File: config.mk
export PLATFORM = sky130hd
export DESIGN_NAME = cps_scheduler
export DESIGN_NICKNAME = d
export VERILOG_FILES = /design/src/verilog/cps_pkg.sv /design/src/verilog/cps_scheduler.sv
export SDC_FILE = /design/constraint.sdc
export NUM_CORES = 1
export LEC_CHECK = 0
export BUFFER_PORTS_ARGS = -buffer_cell sky130_fd_sc_hd__buf_2
export CAP_MARGIN = 15
export CORE_ASPECT_RATIO = 1.2
export CORE_MARGIN = 3
export CORE_UTILIZATION = 40
export CTS_CLUSTER_DIAMETER = 50
export CTS_CLUSTER_SIZE = 14
export DETAILED_ROUTE_END_ITERATION = 8
export PLACE_DENSITY = 0.55
export SYNTH_ARGS = -nofsm -noshare
export SYNTH_HDL_FRONTEND = slang
export SYNTH_SLANG_ARGS = --single-unit
File: constraint.sdc
create_clock -name clk_sys -period 6.9 [get_ports clk_sys]
set_input_delay 0.69 -clock clk_sys [delete_from_list [all_inputs] [get_ports clk_sys]]
set_output_delay 0.69 -clock clk_sys [all_outputs]
set_load 0.05 [all_outputs]
File: src/verilog/cps_pkg.sv
// Package of constants, register map and carrier types for the cell port scheduler
package cps_pkg;
   // ***************************************************
   // Register indices (byte address is four times index)
   // ***************************************************
   localparam logic [7:0] CPS_IDX_CFG3 = 8'h02;
   localparam logic [7:0] CPS_IDX_RATE23 = 8'h08;
   localparam logic [7:0] CPS_IDX_RATE01 = 8'h09;
   localparam logic [7:0] CPS_IDX_FMT_BASE = 8'h10;
   localparam logic [7:0] CPS_IDX_HDR_BASE = 8'h20;
   localparam logic [7:0] CPS_IDX_STATUS = 8'h30;
   // ***************************************************
   // Field positions and reset values
   // ***************************************************
   localparam int CPS_PRIO_LSB = 2;
   localparam int CPS_REJECT_LSB = 12;
   localparam logic [15:0] CPS_RST_FMT = 16'h0000;
   localparam logic [15:0] CPS_RST_CFG3 = 16'h0000;
   localparam logic [15:0] CPS_RST_RATE = 16'h0000;
   localparam logic [15:0] CPS_RST_HDR = 16'h0000;
   // ***************************************************
   // Cell timing and bus response codes
   // ***************************************************
   localparam int CPS_CELL_OCTETS = 53;
   localparam int CPS_HDR_OCTETS = 4;
   localparam logic [1:0] CPS_RESP_OKAY = 2'h0;
   localparam logic [1:0] CPS_RESP_SLVERR = 2'h2;

   typedef enum logic {CPS_SLOT_IDLE, CPS_SLOT_PORT} cps_slot_t;

   // Corrected received octet stream from the header check logic
   typedef struct packed {
      logic valid;
      logic soc;
      logic [7:0] data;
   } cps_rx_octet_t;
endpackage : cps_pkg

File: src/verilog/cps_scheduler.sv
// Transmit port scheduler, rate shaper, receive header router and register slave
module cps_scheduler #(
   parameter int CELL_OCTETS = cps_pkg::CPS_CELL_OCTETS,
   parameter int HDR_OCTETS = cps_pkg::CPS_HDR_OCTETS
) (
   input wire logic clk_sys, // 40 MHz system clock
   input wire logic sys_rst, // Synchronous reset, active high
   input wire logic [31:0] s_axi_awaddr, // Write address
   input wire logic s_axi_awvalid, // Write address valid
   output logic s_axi_awready, // Write address ready
   input wire logic [31:0] s_axi_wdata, // Write data
   input wire logic [3:0] s_axi_wstrb, // Write byte strobes
   input wire logic s_axi_wvalid, // Write data valid
   output logic s_axi_wready, // Write data ready
   output logic [1:0] s_axi_bresp, // Write response
   output logic s_axi_bvalid, // Write response valid
   input wire logic s_axi_bready, // Write response ready
   input wire logic [31:0] s_axi_araddr, // Read address
   input wire logic s_axi_arvalid, // Read address valid
   output logic s_axi_arready, // Read address ready
   output logic [31:0] s_axi_rdata, // Read data
   output logic [1:0] s_axi_rresp, // Read response
   output logic s_axi_rvalid, // Read data valid
   input wire logic s_axi_rready, // Read data ready
   input wire logic [3:0] tx_empty_n, // Per-port transmit FIFO empty pins
   output logic [3:0] tx_rd_strobe, // Per-port read strobe, one per octet
   output logic tx_idle_slot, // Current slot carries an idle cell
   output logic tx_last_octet, // Last octet of the current slot
   input wire cps_pkg::cps_rx_octet_t rx_in, // Corrected received octets
   output logic [3:0] rx_wr_strobe, // Per-port receive write strobe
   output logic [7:0] rx_data_out // Octet written to addressed ports
);
   import cps_pkg::*;

   // ***************************************************
   // Register storage
   // ***************************************************
   logic [15:0] fmt_ff [4];
   logic [15:0] val_hi_ff [4];
   logic [15:0] val_lo_ff [4];
   logic [15:0] msk_hi_ff [4];
   logic [15:0] msk_lo_ff [4];
   logic [15:0] cfg3_ff, rate23_ff, rate01_ff;

   // ***************************************************
   // AXI4-Lite write channel
   // ***************************************************
   logic aw_held_ff, w_held_ff, awready_ff, wready_ff, bvalid_ff;
   logic [1:0] bresp_ff, wr_port;
   logic [7:0] wr_idx_ff, wr_idx;
   logic [31:0] wdata_ff, wr_data;
   logic [3:0] wstrb_ff, wr_strb;
   logic aw_take, w_take, nxt_aw_held, nxt_w_held, do_write, nxt_bvalid, wr_hit;

   assign aw_take = s_axi_awvalid & awready_ff;
   assign w_take = s_axi_wvalid & wready_ff;
   assign do_write = (aw_held_ff | aw_take) & (w_held_ff | w_take) & ~bvalid_ff;
   assign nxt_aw_held = (aw_held_ff | aw_take) & ~do_write;
   assign nxt_w_held = (w_held_ff | w_take) & ~do_write;
   assign nxt_bvalid = do_write | (bvalid_ff & ~s_axi_bready);
   assign wr_idx = aw_held_ff ? wr_idx_ff : s_axi_awaddr[9:2];
   assign wr_data = w_held_ff ? wdata_ff : s_axi_wdata;
   assign wr_strb = w_held_ff ? wstrb_ff : s_axi_wstrb;
   assign wr_port = wr_idx[3:2];
   assign wr_hit = (wr_idx == CPS_IDX_CFG3) || (wr_idx == CPS_IDX_RATE23)
                || (wr_idx == CPS_IDX_RATE01) || (wr_idx[7:2] == CPS_IDX_FMT_BASE[7:2])
                || (wr_idx[7:4] == CPS_IDX_HDR_BASE[7:4]);

   always_ff @(posedge clk_sys) begin
      if (sys_rst) begin
         aw_held_ff <= 1'b0;
         w_held_ff <= 1'b0;
         awready_ff <= 1'b0;
         wready_ff <= 1'b0;
         bvalid_ff <= 1'b0;
         bresp_ff <= CPS_RESP_OKAY;
         wr_idx_ff <= 8'h00;
         wdata_ff <= 32'h0000_0000;
         wstrb_ff <= 4'h0;
      end else begin
         aw_held_ff <= nxt_aw_held;
         w_held_ff <= nxt_w_held;
         awready_ff <= ~nxt_aw_held & ~nxt_bvalid;
         wready_ff <= ~nxt_w_held & ~nxt_bvalid;
         bvalid_ff <= nxt_bvalid;
         if (aw_take) begin
            wr_idx_ff <= s_axi_awaddr[9:2];
         end
         if (w_take) begin
            wdata_ff <= s_axi_wdata;
            wstrb_ff <= s_axi_wstrb;
         end
         if (do_write) begin
            bresp_ff <= wr_hit ? CPS_RESP_OKAY : CPS_RESP_SLVERR;
         end
      end
   end

   // Merge the two low byte lanes into a 16-bit register
   function automatic logic [15:0] cps_merge(input logic [15:0] old, input logic [31:0] d,
                                             input logic [3:0] s);
      cps_merge = {s[1] ? d[15:8] : old[15:8], s[0] ? d[7:0] : old[7:0]};
   endfunction : cps_merge

   always_ff @(posedge clk_sys) begin
      if (sys_rst) begin
         cfg3_ff <= CPS_RST_CFG3;
         rate23_ff <= CPS_RST_RATE;
         rate01_ff <= CPS_RST_RATE;
         for (int p = 0; p < 4; p++) begin
            fmt_ff[p] <= CPS_RST_FMT;
            val_hi_ff[p] <= CPS_RST_HDR;
            val_lo_ff[p] <= CPS_RST_HDR;
            msk_hi_ff[p] <= CPS_RST_HDR;
            msk_lo_ff[p] <= CPS_RST_HDR;
         end
      end else if (do_write) begin
         if (wr_idx == CPS_IDX_CFG3) begin
            cfg3_ff <= cps_merge(cfg3_ff, wr_data, wr_strb);
         end
         if (wr_idx == CPS_IDX_RATE23) begin
            rate23_ff <= cps_merge(rate23_ff, wr_data, wr_strb);
         end
         if (wr_idx == CPS_IDX_RATE01) begin
            rate01_ff <= cps_merge(rate01_ff, wr_data, wr_strb);
         end
         if (wr_idx[7:2] == CPS_IDX_FMT_BASE[7:2]) begin
            fmt_ff[wr_idx[1:0]] <= cps_merge(fmt_ff[wr_idx[1:0]], wr_data, wr_strb);
         end
         if (wr_idx[7:4] == CPS_IDX_HDR_BASE[7:4]) begin
            unique case (wr_idx[1:0])
               2'h0: val_hi_ff[wr_port] <= cps_merge(val_hi_ff[wr_port], wr_data, wr_strb);
               2'h1: val_lo_ff[wr_port] <= cps_merge(val_lo_ff[wr_port], wr_data, wr_strb);
               2'h2: msk_hi_ff[wr_port] <= cps_merge(msk_hi_ff[wr_port], wr_data, wr_strb);
               2'h3: msk_lo_ff[wr_port] <= cps_merge(msk_lo_ff[wr_port], wr_data, wr_strb);
            endcase
         end
      end
   end

   // ***************************************************
   // Transmit scheduler
   // ***************************************************
   logic [3:0] empty_s1_ff, empty_s2_ff, elig, strobe_ff;
   logic [7:0] master_cnt_ff, cnt_rev;
   logic [5:0] oct_cnt_ff;
   logic boundary, last_oct_ff, any_elig;
   logic [7:0] rate [4];
   logic [1:0] prio_eff_ff [4], last_ff [4];
   logic [1:0] sel_ff, best_lvl, grant;
   cps_slot_t slot_ff;

   assign rate[0] = rate01_ff[7:0];
   assign rate[1] = rate01_ff[15:8];
   assign rate[2] = rate23_ff[7:0];
   assign rate[3] = rate23_ff[15:8];
   assign boundary = (oct_cnt_ff == 6'(CELL_OCTETS - 1));
   assign cnt_rev = {<<{master_cnt_ff}};

   always_ff @(posedge clk_sys) begin
      if (sys_rst) begin
         empty_s1_ff <= 4'h0;
         empty_s2_ff <= 4'h0;
      end else begin
         empty_s1_ff <= tx_empty_n;
         empty_s2_ff <= empty_s1_ff;
      end
   end

   for (genvar p = 0; p < 4; p++) begin : g_port
      // Rate zero masks the flag; bit-reversed count spreads permitted states
      assign elig[p] = empty_s2_ff[p] && (rate[p] != 8'h00)
                       && (cnt_rev <= rate[p]);
      always_ff @(posedge clk_sys) begin
         if (sys_rst) begin
            prio_eff_ff[p] <= CPS_RST_FMT[CPS_PRIO_LSB +: 2];
         end else if (!elig[p] && !(slot_ff == CPS_SLOT_PORT && sel_ff == 2'(p))) begin
            prio_eff_ff[p] <= fmt_ff[p][CPS_PRIO_LSB +: 2];
         end
      end
   end

   always_comb begin
      best_lvl = 2'h3;
      any_elig = 1'b0;
      grant = 2'h0;
      for (int l = 3; l >= 0; l--) begin
         for (int p = 0; p < 4; p++) begin
            if (elig[p] && prio_eff_ff[p] == 2'(l)) begin
               best_lvl = 2'(l);
               any_elig = 1'b1;
            end
         end
      end
      for (int k = 4; k >= 1; k--) begin
         if (elig[2'(last_ff[best_lvl] + 2'(k))] &&
             prio_eff_ff[2'(last_ff[best_lvl] + 2'(k))] == best_lvl) begin
            grant = 2'(last_ff[best_lvl] + 2'(k));
         end
      end
   end

   always_ff @(posedge clk_sys) begin
      if (sys_rst) begin
         oct_cnt_ff <= 6'h00;
         master_cnt_ff <= 8'h00;
         slot_ff <= CPS_SLOT_IDLE;
         sel_ff <= 2'h0;
         strobe_ff <= 4'h0;
         last_oct_ff <= 1'b0;
         for (int l = 0; l < 4; l++) begin
            last_ff[l] <= 2'h3;
         end
      end else begin
         last_oct_ff <= (oct_cnt_ff == 6'(CELL_OCTETS - 2));
         if (boundary) begin
            oct_cnt_ff <= 6'h00;
            master_cnt_ff <= master_cnt_ff + 8'h01;
            // Decision only at cell edges so a cell is never split
            if (any_elig) begin
               slot_ff <= CPS_SLOT_PORT;
               sel_ff <= grant;
               strobe_ff <= 4'h1 << grant;
               last_ff[best_lvl] <= grant;
            end else begin
               slot_ff <= CPS_SLOT_IDLE;
               strobe_ff <= 4'h0;
            end
         end else begin
            oct_cnt_ff <= oct_cnt_ff + 6'h01;
         end
      end
   end

   assign tx_rd_strobe = strobe_ff;
   assign tx_idle_slot = (slot_ff == CPS_SLOT_IDLE);
   assign tx_last_octet = last_oct_ff;

   // ***************************************************
   // Receive header screening
   // ***************************************************
   logic [5:0] rx_pos_ff;
   logic [23:0] hdr_ff;
   logic [7:0] dly_ff [HDR_OCTETS];
   logic [3:0] route_ff;
   logic [31:0] hdr_now;
   logic [3:0] match;
   logic decide;
   logic [5:0] pos_now;
   logic [3:0] rx_strobe_ff;
   logic [7:0] rx_data_ff;

   assign pos_now = rx_in.soc ? 6'h00 : rx_pos_ff;
   assign decide = rx_in.valid && (pos_now == 6'(HDR_OCTETS - 1));
   assign hdr_now = {hdr_ff, rx_in.data};

   for (genvar p = 0; p < 4; p++) begin : g_match
      assign match[p] = (((hdr_now ^ {val_hi_ff[p], val_lo_ff[p]}) &
                         ~{msk_hi_ff[p], msk_lo_ff[p]}) == 32'h0000_0000);
   end

   always_ff @(posedge clk_sys) begin
      if (sys_rst) begin
         rx_pos_ff <= 6'h00;
         hdr_ff <= 24'h00_0000;
         route_ff <= 4'h0;
         rx_strobe_ff <= 4'h0;
         rx_data_ff <= 8'h00;
         for (int i = 0; i < HDR_OCTETS; i++) begin
            dly_ff[i] <= 8'h00;
         end
      end else begin
         rx_strobe_ff <= 4'h0;
         if (rx_in.valid) begin
            rx_pos_ff <= (pos_now == 6'(CELL_OCTETS - 1)) ? 6'h00 : pos_now + 6'h01;
            hdr_ff <= hdr_now[23:0];
            // Leading octets wait in the delay line until routing is known
            dly_ff[0] <= rx_in.data;
            for (int i = 1; i < HDR_OCTETS; i++) begin
               dly_ff[i] <= dly_ff[i - 1];
            end
            rx_data_ff <= dly_ff[HDR_OCTETS - 1];
            rx_strobe_ff <= route_ff;
            if (decide) begin
               route_ff <= match ^ cfg3_ff[CPS_REJECT_LSB +: 4];
            end
         end
      end
   end

   assign rx_wr_strobe = rx_strobe_ff;
   assign rx_data_out = rx_data_ff;

   // ***************************************************
   // AXI4-Lite read channel
   // ***************************************************
   logic arready_ff, rvalid_ff;
   logic [31:0] rdata_ff;
   logic [1:0] rresp_ff;
   logic [7:0] rd_idx;
   logic [15:0] rd_val;
   logic rd_hit;

   assign rd_idx = s_axi_araddr[9:2];

   always_comb begin
      rd_val = 16'h0000;
      rd_hit = 1'b1;
      if (rd_idx == CPS_IDX_CFG3) begin
         rd_val = cfg3_ff;
      end else if (rd_idx == CPS_IDX_RATE23) begin
         rd_val = rate23_ff;
      end else if (rd_idx == CPS_IDX_RATE01) begin
         rd_val = rate01_ff;
      end else if (rd_idx[7:2] == CPS_IDX_FMT_BASE[7:2]) begin
         rd_val = fmt_ff[rd_idx[1:0]];
      end else if (rd_idx[7:4] == CPS_IDX_HDR_BASE[7:4]) begin
         unique case (rd_idx[1:0])
            2'h0: rd_val = val_hi_ff[rd_idx[3:2]];
            2'h1: rd_val = val_lo_ff[rd_idx[3:2]];
            2'h2: rd_val = msk_hi_ff[rd_idx[3:2]];
            2'h3: rd_val = msk_lo_ff[rd_idx[3:2]];
         endcase
      end else if (rd_idx == CPS_IDX_STATUS) begin
         rd_val = {master_cnt_ff, 3'h0, tx_idle_slot, 2'h0, sel_ff};
      end else begin
         rd_hit = 1'b0;
      end
   end

   always_ff @(posedge clk_sys) begin
      if (sys_rst) begin
         arready_ff <= 1'b0;
         rvalid_ff <= 1'b0;
         rdata_ff <= 32'h0000_0000;
         rresp_ff <= CPS_RESP_OKAY;
      end else if (s_axi_arvalid && arready_ff) begin
         arready_ff <= 1'b0;
         rvalid_ff <= 1'b1;
         rdata_ff <= {16'h0000, rd_val};
         rresp_ff <= rd_hit ? CPS_RESP_OKAY : CPS_RESP_SLVERR;
      end else if (rvalid_ff) begin
         rvalid_ff <= ~s_axi_rready;
         arready_ff <= s_axi_rready;
      end else begin
         arready_ff <= 1'b1;
      end
   end

   assign s_axi_awready = awready_ff;
   assign s_axi_wready = wready_ff;
   assign s_axi_bvalid = bvalid_ff;
   assign s_axi_bresp = bresp_ff;
   assign s_axi_arready = arready_ff;
   assign s_axi_rvalid = rvalid_ff;
   assign s_axi_rdata = rdata_ff;
   assign s_axi_rresp = rresp_ff;
endmodule : cps_scheduler
### Yosys cells after proc, flatten, opt, wreduce, memory -nomap -nowiden

Memories as Yosys holds them, arrays and structs flattened. A register that Yosys moved wholly into a read port is not among the register bits.
Cells that the tools add are included.

| operators by class | value |
|---|---|
| add/subtract/negate cells | 6 |
| $lt $le $gt $ge | 8 |
| equality and inequality tests | 50 |
| shifts and indexed selects | 1 |
| mux-type cells | 145 |
| bitwise logic cells | 42 |
| reductions and logical operators | 92 |

Operator list:

| cell | number |
|---|---|
| 2-to-1 mux 16 bit | 12 |
| bitwise AND 32 bit | 4 |
| logical NOT 32 bit | 4 |
| NOT 32 bit | 4 |
| XOR 32 bit | 4 |
| 2-to-1 mux 8 bit | 15 |
| OR reduction 16 bit | 5 |
| 2-to-1 mux 1 bit | 76 |
| 2-to-1 mux 2 bit | 34 |
| case mux 16 bit (4 select lines) | 1 |
| logical AND 1 bit | 38 |
| equality test 8 x 4 -> 1 bit, second input constant | 4 |
| less-or-equal comparator 8 bit | 4 |
| nonzero test 8 bit | 4 |
| equality test 2 bit, second input constant | 14 |
| AND reduction 2 bit | 12 |
| equality test 6 bit, second input constant | 3 |
| AND reduction 3 bit | 6 |
| equality test 8 x 2 -> 1 bit, second input constant | 2 |
| equality test 2 x 1 -> 1 bit, second input constant | 7 |
| logical NOT 2 bit | 7 |
| adder 6 x 1 -> 6 bit, second input constant | 2 |
| equality test 6 x 3 -> 1 bit, second input constant | 2 |
| < comparator 2 x 3 -> 1 bit, second input constant | 4 |
| other kinds (19) | 76 |

| storage, ports and cells | value |
|---|---|
| register bits after elaboration | 169 |
| RAM bits | 368 |
| bits of input ports | 121 |
| output and inout port bits | 59 |
| word-level logic and storage cells | 383 |
| memories | 8 |

Memories:

| name | depth | bits a word | read ports | clocked after Yosys merged registers in | wr ports | RTL line | text |
|---|---|---|---|---|---|---|---|
| fmt_ff | 4 | 16 | 5 | 0 | 4 | cps_scheduler.sv:38 | `logic [15:0] fmt_ff [4];` |
| msk_hi_ff | 4 | 16 | 5 | 0 | 4 | cps_scheduler.sv:41 | `logic [15:0] msk_hi_ff [4];` |
| msk_lo_ff | 4 | 16 | 5 | 0 | 4 | cps_scheduler.sv:42 | `logic [15:0] msk_lo_ff [4];` |
| val_hi_ff | 4 | 16 | 5 | 0 | 4 | cps_scheduler.sv:39 | `logic [15:0] val_hi_ff [4];` |
| val_lo_ff | 4 | 16 | 5 | 0 | 4 | cps_scheduler.sv:40 | `logic [15:0] val_lo_ff [4];` |
| dly_ff | 4 | 8 | 4 | 1 | 4 | cps_scheduler.sv:244 | `logic [7:0] dly_ff [HDR_OCTETS];` |
| +2 memories | -- | -- | -- | -- | -- | -- |  |

### Depth between registers and ports, before layout

| depth | value |
|---|---|
| word-level depth | 26 |
| depth in mapped cells | 19 |
| depth with buffers taken out | 17 |

### Worst setup path after synthesis

OpenSTA, ideal clock, no wires.

| timing path | value |
|---|---|
| path kind | flip-flop to flip-flop |
| from | register master_cnt_ff[0] |
| to | memory last_ff[0][1], data pin |
| arrival time | 3.743 ns |
| setup slack | 2.879 ns |
| stages on the path, launching flop included | 18 |
| buffers on the path | 2 |
| clock period less this slack | 4.021 ns |
| path through | dfxtp_1 > ha_1 > nand4_1 > nor2_1 > a211o_1 > and3_4 > or4_4 > buf_6 > a31o_1 > buf_6 > a2bb2oi_1 > nand3_1 > and3_4 > a211o_1 > nand2_1 > o21ai_2 > a311oi_4 > nand3_1 |

RTL lines:

| what | RTL line | text |
|---|---|---|
| start: declaration | cps_scheduler.sv:145 | `logic [7:0] master_cnt_ff, cnt_rev;` |
| start signal: assignment | cps_scheduler.sv:218 | `master_cnt_ff <= master_cnt_ff + 8'h01;` |
| end: declaration | cps_scheduler.sv:149 | `logic [1:0] prio_eff_ff [4], last_ff [4];` |

==> impl_metrics.tcl <==
set metrics [dict create \
    wl_per_cell_um 26.8 \
    post_cts_buffers 0 \
    via_count 19310 \
    p_clk_share_pct 42.0 \
    cts.sinks 543 \
    synth_compound_area_share_pct 8.95 \
    synthArstFlopShare_pct 0 \
    antenna_found_initial 1 \
    max_freq_mhz 185 \
    finalSetupViolations 0 \
    r2r_end "last_ff[2][1]$_SDFFCE_PN1P_" \
    path_buf_inv 0 \
    dp_hpwl_mm 63.3 \
    yosysSeqAreaShare_pct 54.9 \
    r2r_start "master_cnt_ff[2]$_SDFFE_PP0N_" \
    cap_violations 0 \
    cts_tree "built" \
    reg2reg_depth 14 \
    setup_slack_ns 1.50 \
    cp_slowest_cell "a21oi_1" \
    wirelength_mm 88.1 \
    grt_max_degree 84 \
    synth-edff-count 368 \
    synth_top_family_by_area "simple AND/OR/NAND/NOR gates" \
    ir_worst_vdd_mv 0.190 \
    hold_viol 0 \
    rsz0062_at_grt "no" \
    rows 102 \
    synth_ff_type "edfxtp_1" \
    yosysWarnings 0 \
    timing.reg2reg.setup_slack_ns 1.50 \
    via_per_inst 5.88 \
    worstPathArrival_ns 5.75 \
    core-area_um2 65100 \
    clock_tree.root_cell "clkbuf_16" \
    cp-end-kind "flop" \
    worst_skew_pair.late_latency_ns 0.68 \
    grt_usage_pct 25.3 \
    cp-start-kind "flop" \
    drv_slew 0 \
    syn_area_um2 26500 \
    power_leakage_uw 0.0106 \
    hold_path_end "empty_s1_ff[0]$_SDFF_PP0_" \
    nNetsFinal 2562 \
    grt_pass1_wl_mm 128 \
    crit_chain "ha_1 -> nand4_1 -> o21ai_0 -> nand3_1 -> and4_1 -> a21oi_1 -> a22oi_1 -> o211a_1 -> a2111oi_0 -> nand3b_1 -> nand2_1 -> o21ai_2 -> a311oi_4 -> nand3_1" \
    slew_headroom_pct 22.0 \
    ant_nets 0 \
    tightest_slew_ns 1.15 \
    n_antenna_cell 0 \
    drt_first_pass_iters 8 \
    fin_tns_setup_ns 0 \
    area_growth_pct 12.0 \
    die_h_um 288 \
    slowest_delay_ns 0.72 \
    switching_share_pct 26.9 \
    start_util_pct 40.7 \
    synthesis.instances 2378 \
    synth_mux_area_share_pct 10.4 \
    synthAdderAreaFrac_pct 1.75 \
    synth_simple_gate_area_share_pct 15.6 \
    drive_gt1_share_pct 14.8 \
    synth_xor_area_share_pct 4.89 \
    path_clk_slew_ns 0.06 \
    syn_avg_cell_area_um2 11.1 \
    internal_power_uw 5510 \
    dieWidth_um 241 \
    remaining_drc_errors 0 \
    switchingPower_uw 2020 \
    pwr-share-seq_pct 48.7 \
    whs_path_depth 2 \
    final_core_util_pct 45.6 \
    status "finished, final reports clean" \
    synthDistinctLibCells 74 \
    cts-buffers-inserted 58 \
    grt-ovfl-total 0 \
    dieArea_um2 69400 \
    cp.required_ns 7.25 \
    cp_common_cell "nand3_1" \
    first_global_vias 18963 \
    clk_path_buf_depth 3 \
    path_delay_family "compound AO/OA/AOI/OAI gates" \
    min_period_over_period_pct 78.3 \
    ios 180 \
    p_total_uw 7530 \
    worstHoldStart "tx_empty_n[0]" \
    worstSetupPathType "reg -> reg" \
    place.gp.congestion 0.987 \
    combPwrFrac_pct 9.3 \
    place_ws_ns 1.57 \
    hp-class "in -> reg" \
    min_period_ns 5.40 \
    p_per_area_nw_per_um2 254 \
    drt-initial-drc-count 2171 \
    skew_ns 0.0466 \
    ctsResizeCount 0 \
    postCtsHoldBufs 0 \
    io_buffer_count 95 \
    htreeDepth 2 \
    ys_seq_elements 543 \
    path_max_fanout 17 \
]
[cells in the final DEF, fill, tap and decap left out, drive strengths merged, types with 18 or more instances in the layout]
cell and count:
nor4 25, a21oi 73, edfxtp 368, inv 64, nor2b 26, nand2 159, clkbuf 73, o21ai 34
buf 128, nor2 492, o22ai 69, nand2b 40, nand3 34, dfxtp 175, nor3 34, conb 18
ha 37, mux4 96, a211oi 63, and2 51, xnor2 138, mux2i 50
[worst reg2reg max path: stages, from the launching register on]
cell       delay (ns)
dfxtp_1          0.47
ha_1             0.39
nand4_1          0.15
o21ai_0          0.57
nand3_1          0.24
and4_1           0.44
a21oi_1          0.72
a22oi_1          0.19
o211a_1          0.19
a2111oi_0        0.52
nand3b_1         0.27
nand2_1          0.14
o21ai_2          0.08
a311oi_4         0.61
nand3_1          0.15
[power groups by stage]
stage | registers, µW | clock network [µW] | logic [µW]
after detailed placement | 3740 | 0 | 697
after CTS | 3670 | 3200 | 699
after global placement | 3730 | 0 | 693
final | 3670 | 3160 | 704
after global routing | 3680 | 3340 | 736
after floorplan | 3710 | 0 | 427
[metal layers]
layer	part of all wire (%)	vias to the layer above	global-route usage, %
met5	0.015	-	0
met4	5.3	2	12.2
met3	6.2	200	3.27
met2	49	834	43.2
met1	39	9636	31.8
li1	-	8638	-
[area by class of cell]
cell class,instances,area (µm²)
Timing Repair Buffer,128,762
Multi-Input combinational cell,1626,11300
Clock buffer,73,1540
Clock inverter,35,370
Tap cell,832,1040
Sequential cell,543,14600
Inverter,47,176
Fill cell,6029,35400
[state kept, by name, indices dropped and copies added (netlist names), 24 cells and up]
name / cells
val_hi_ff: 64
fmt_ff: 64
val_lo_ff: 64
msk_hi_ff: 64
msk_lo_ff: 64
dly_ff: 32
hdr_ff: 24
[cells in the mapped netlist, drive strengths merged, types with 37 or more instances]
library cell,number,area [µm²]
o22ai,69,432
inv,47,176
dfxtp,175,3500
clkbuf,140,526
a21oi,73,380
mux2i,50,500
nand2b,40,250
mux4,96,2160
nor2,492,1850
nand2,159,597
a211oi,63,473
ha,37,463
buf,39,231
xnor2,138,1210
and2,51,319
edfxtp,368,11100
[logic make-up (layout without fill, tap and decap cells)]
group,Yosys count,count (layout)
xor gates and xnor gates,148,148
AOI/OAI and AO/OA,346,346
other,1,18
muxes,154,154
DFF,543,543
and+or+nand+nor,923,923
adders and majority gates,37,37
buffers and inverters,226,283
[metrics by stage]
step / instance area, µm² / hold slack, ns / std cells
after floorplan: 26600 / 0.414 / 2395
after global routing: 29700 / 0.276 / 3284
final: 29700 / 0.266 / 3284
after CTS: 29600 / 0.236 / 3281
after detailed placement: 27700 / 0.441 / 3173
after global placement: 27700 / 0.432 / 3173
[how the worst max path moves through the flow]
stage	from	endpoint	slack, ns	cells past startpoint
2_1_floorplan	master_cnt_ff[0]$_SDFFE_PP0N_	last_ff[0][1]$_SDFFCE_PN1P_	2.88	17
3_3_place_gp	master_cnt_ff[2]$_SDFFE_PP0N_	last_ff[3][0]$_DFFE_PP_	1.64	14
5_1_grt	master_cnt_ff[2]$_SDFFE_PP0N_	last_ff[3][0]$_DFFE_PP_	1.0	14
3_5_place_dp	master_cnt_ff[2]$_SDFFE_PP0N_	last_ff[3][0]$_DFFE_PP_	1.57	14
6_report	master_cnt_ff[2]$_SDFFE_PP0N_	last_ff[2][1]$_SDFFCE_PN1P_	1.50	14
4_1_cts	master_cnt_ff[2]$_SDFFE_PP0N_	last_ff[3][0]$_DFFE_PP_	1.55	14
No activity file was read; power rests on OpenSTA's default activity.
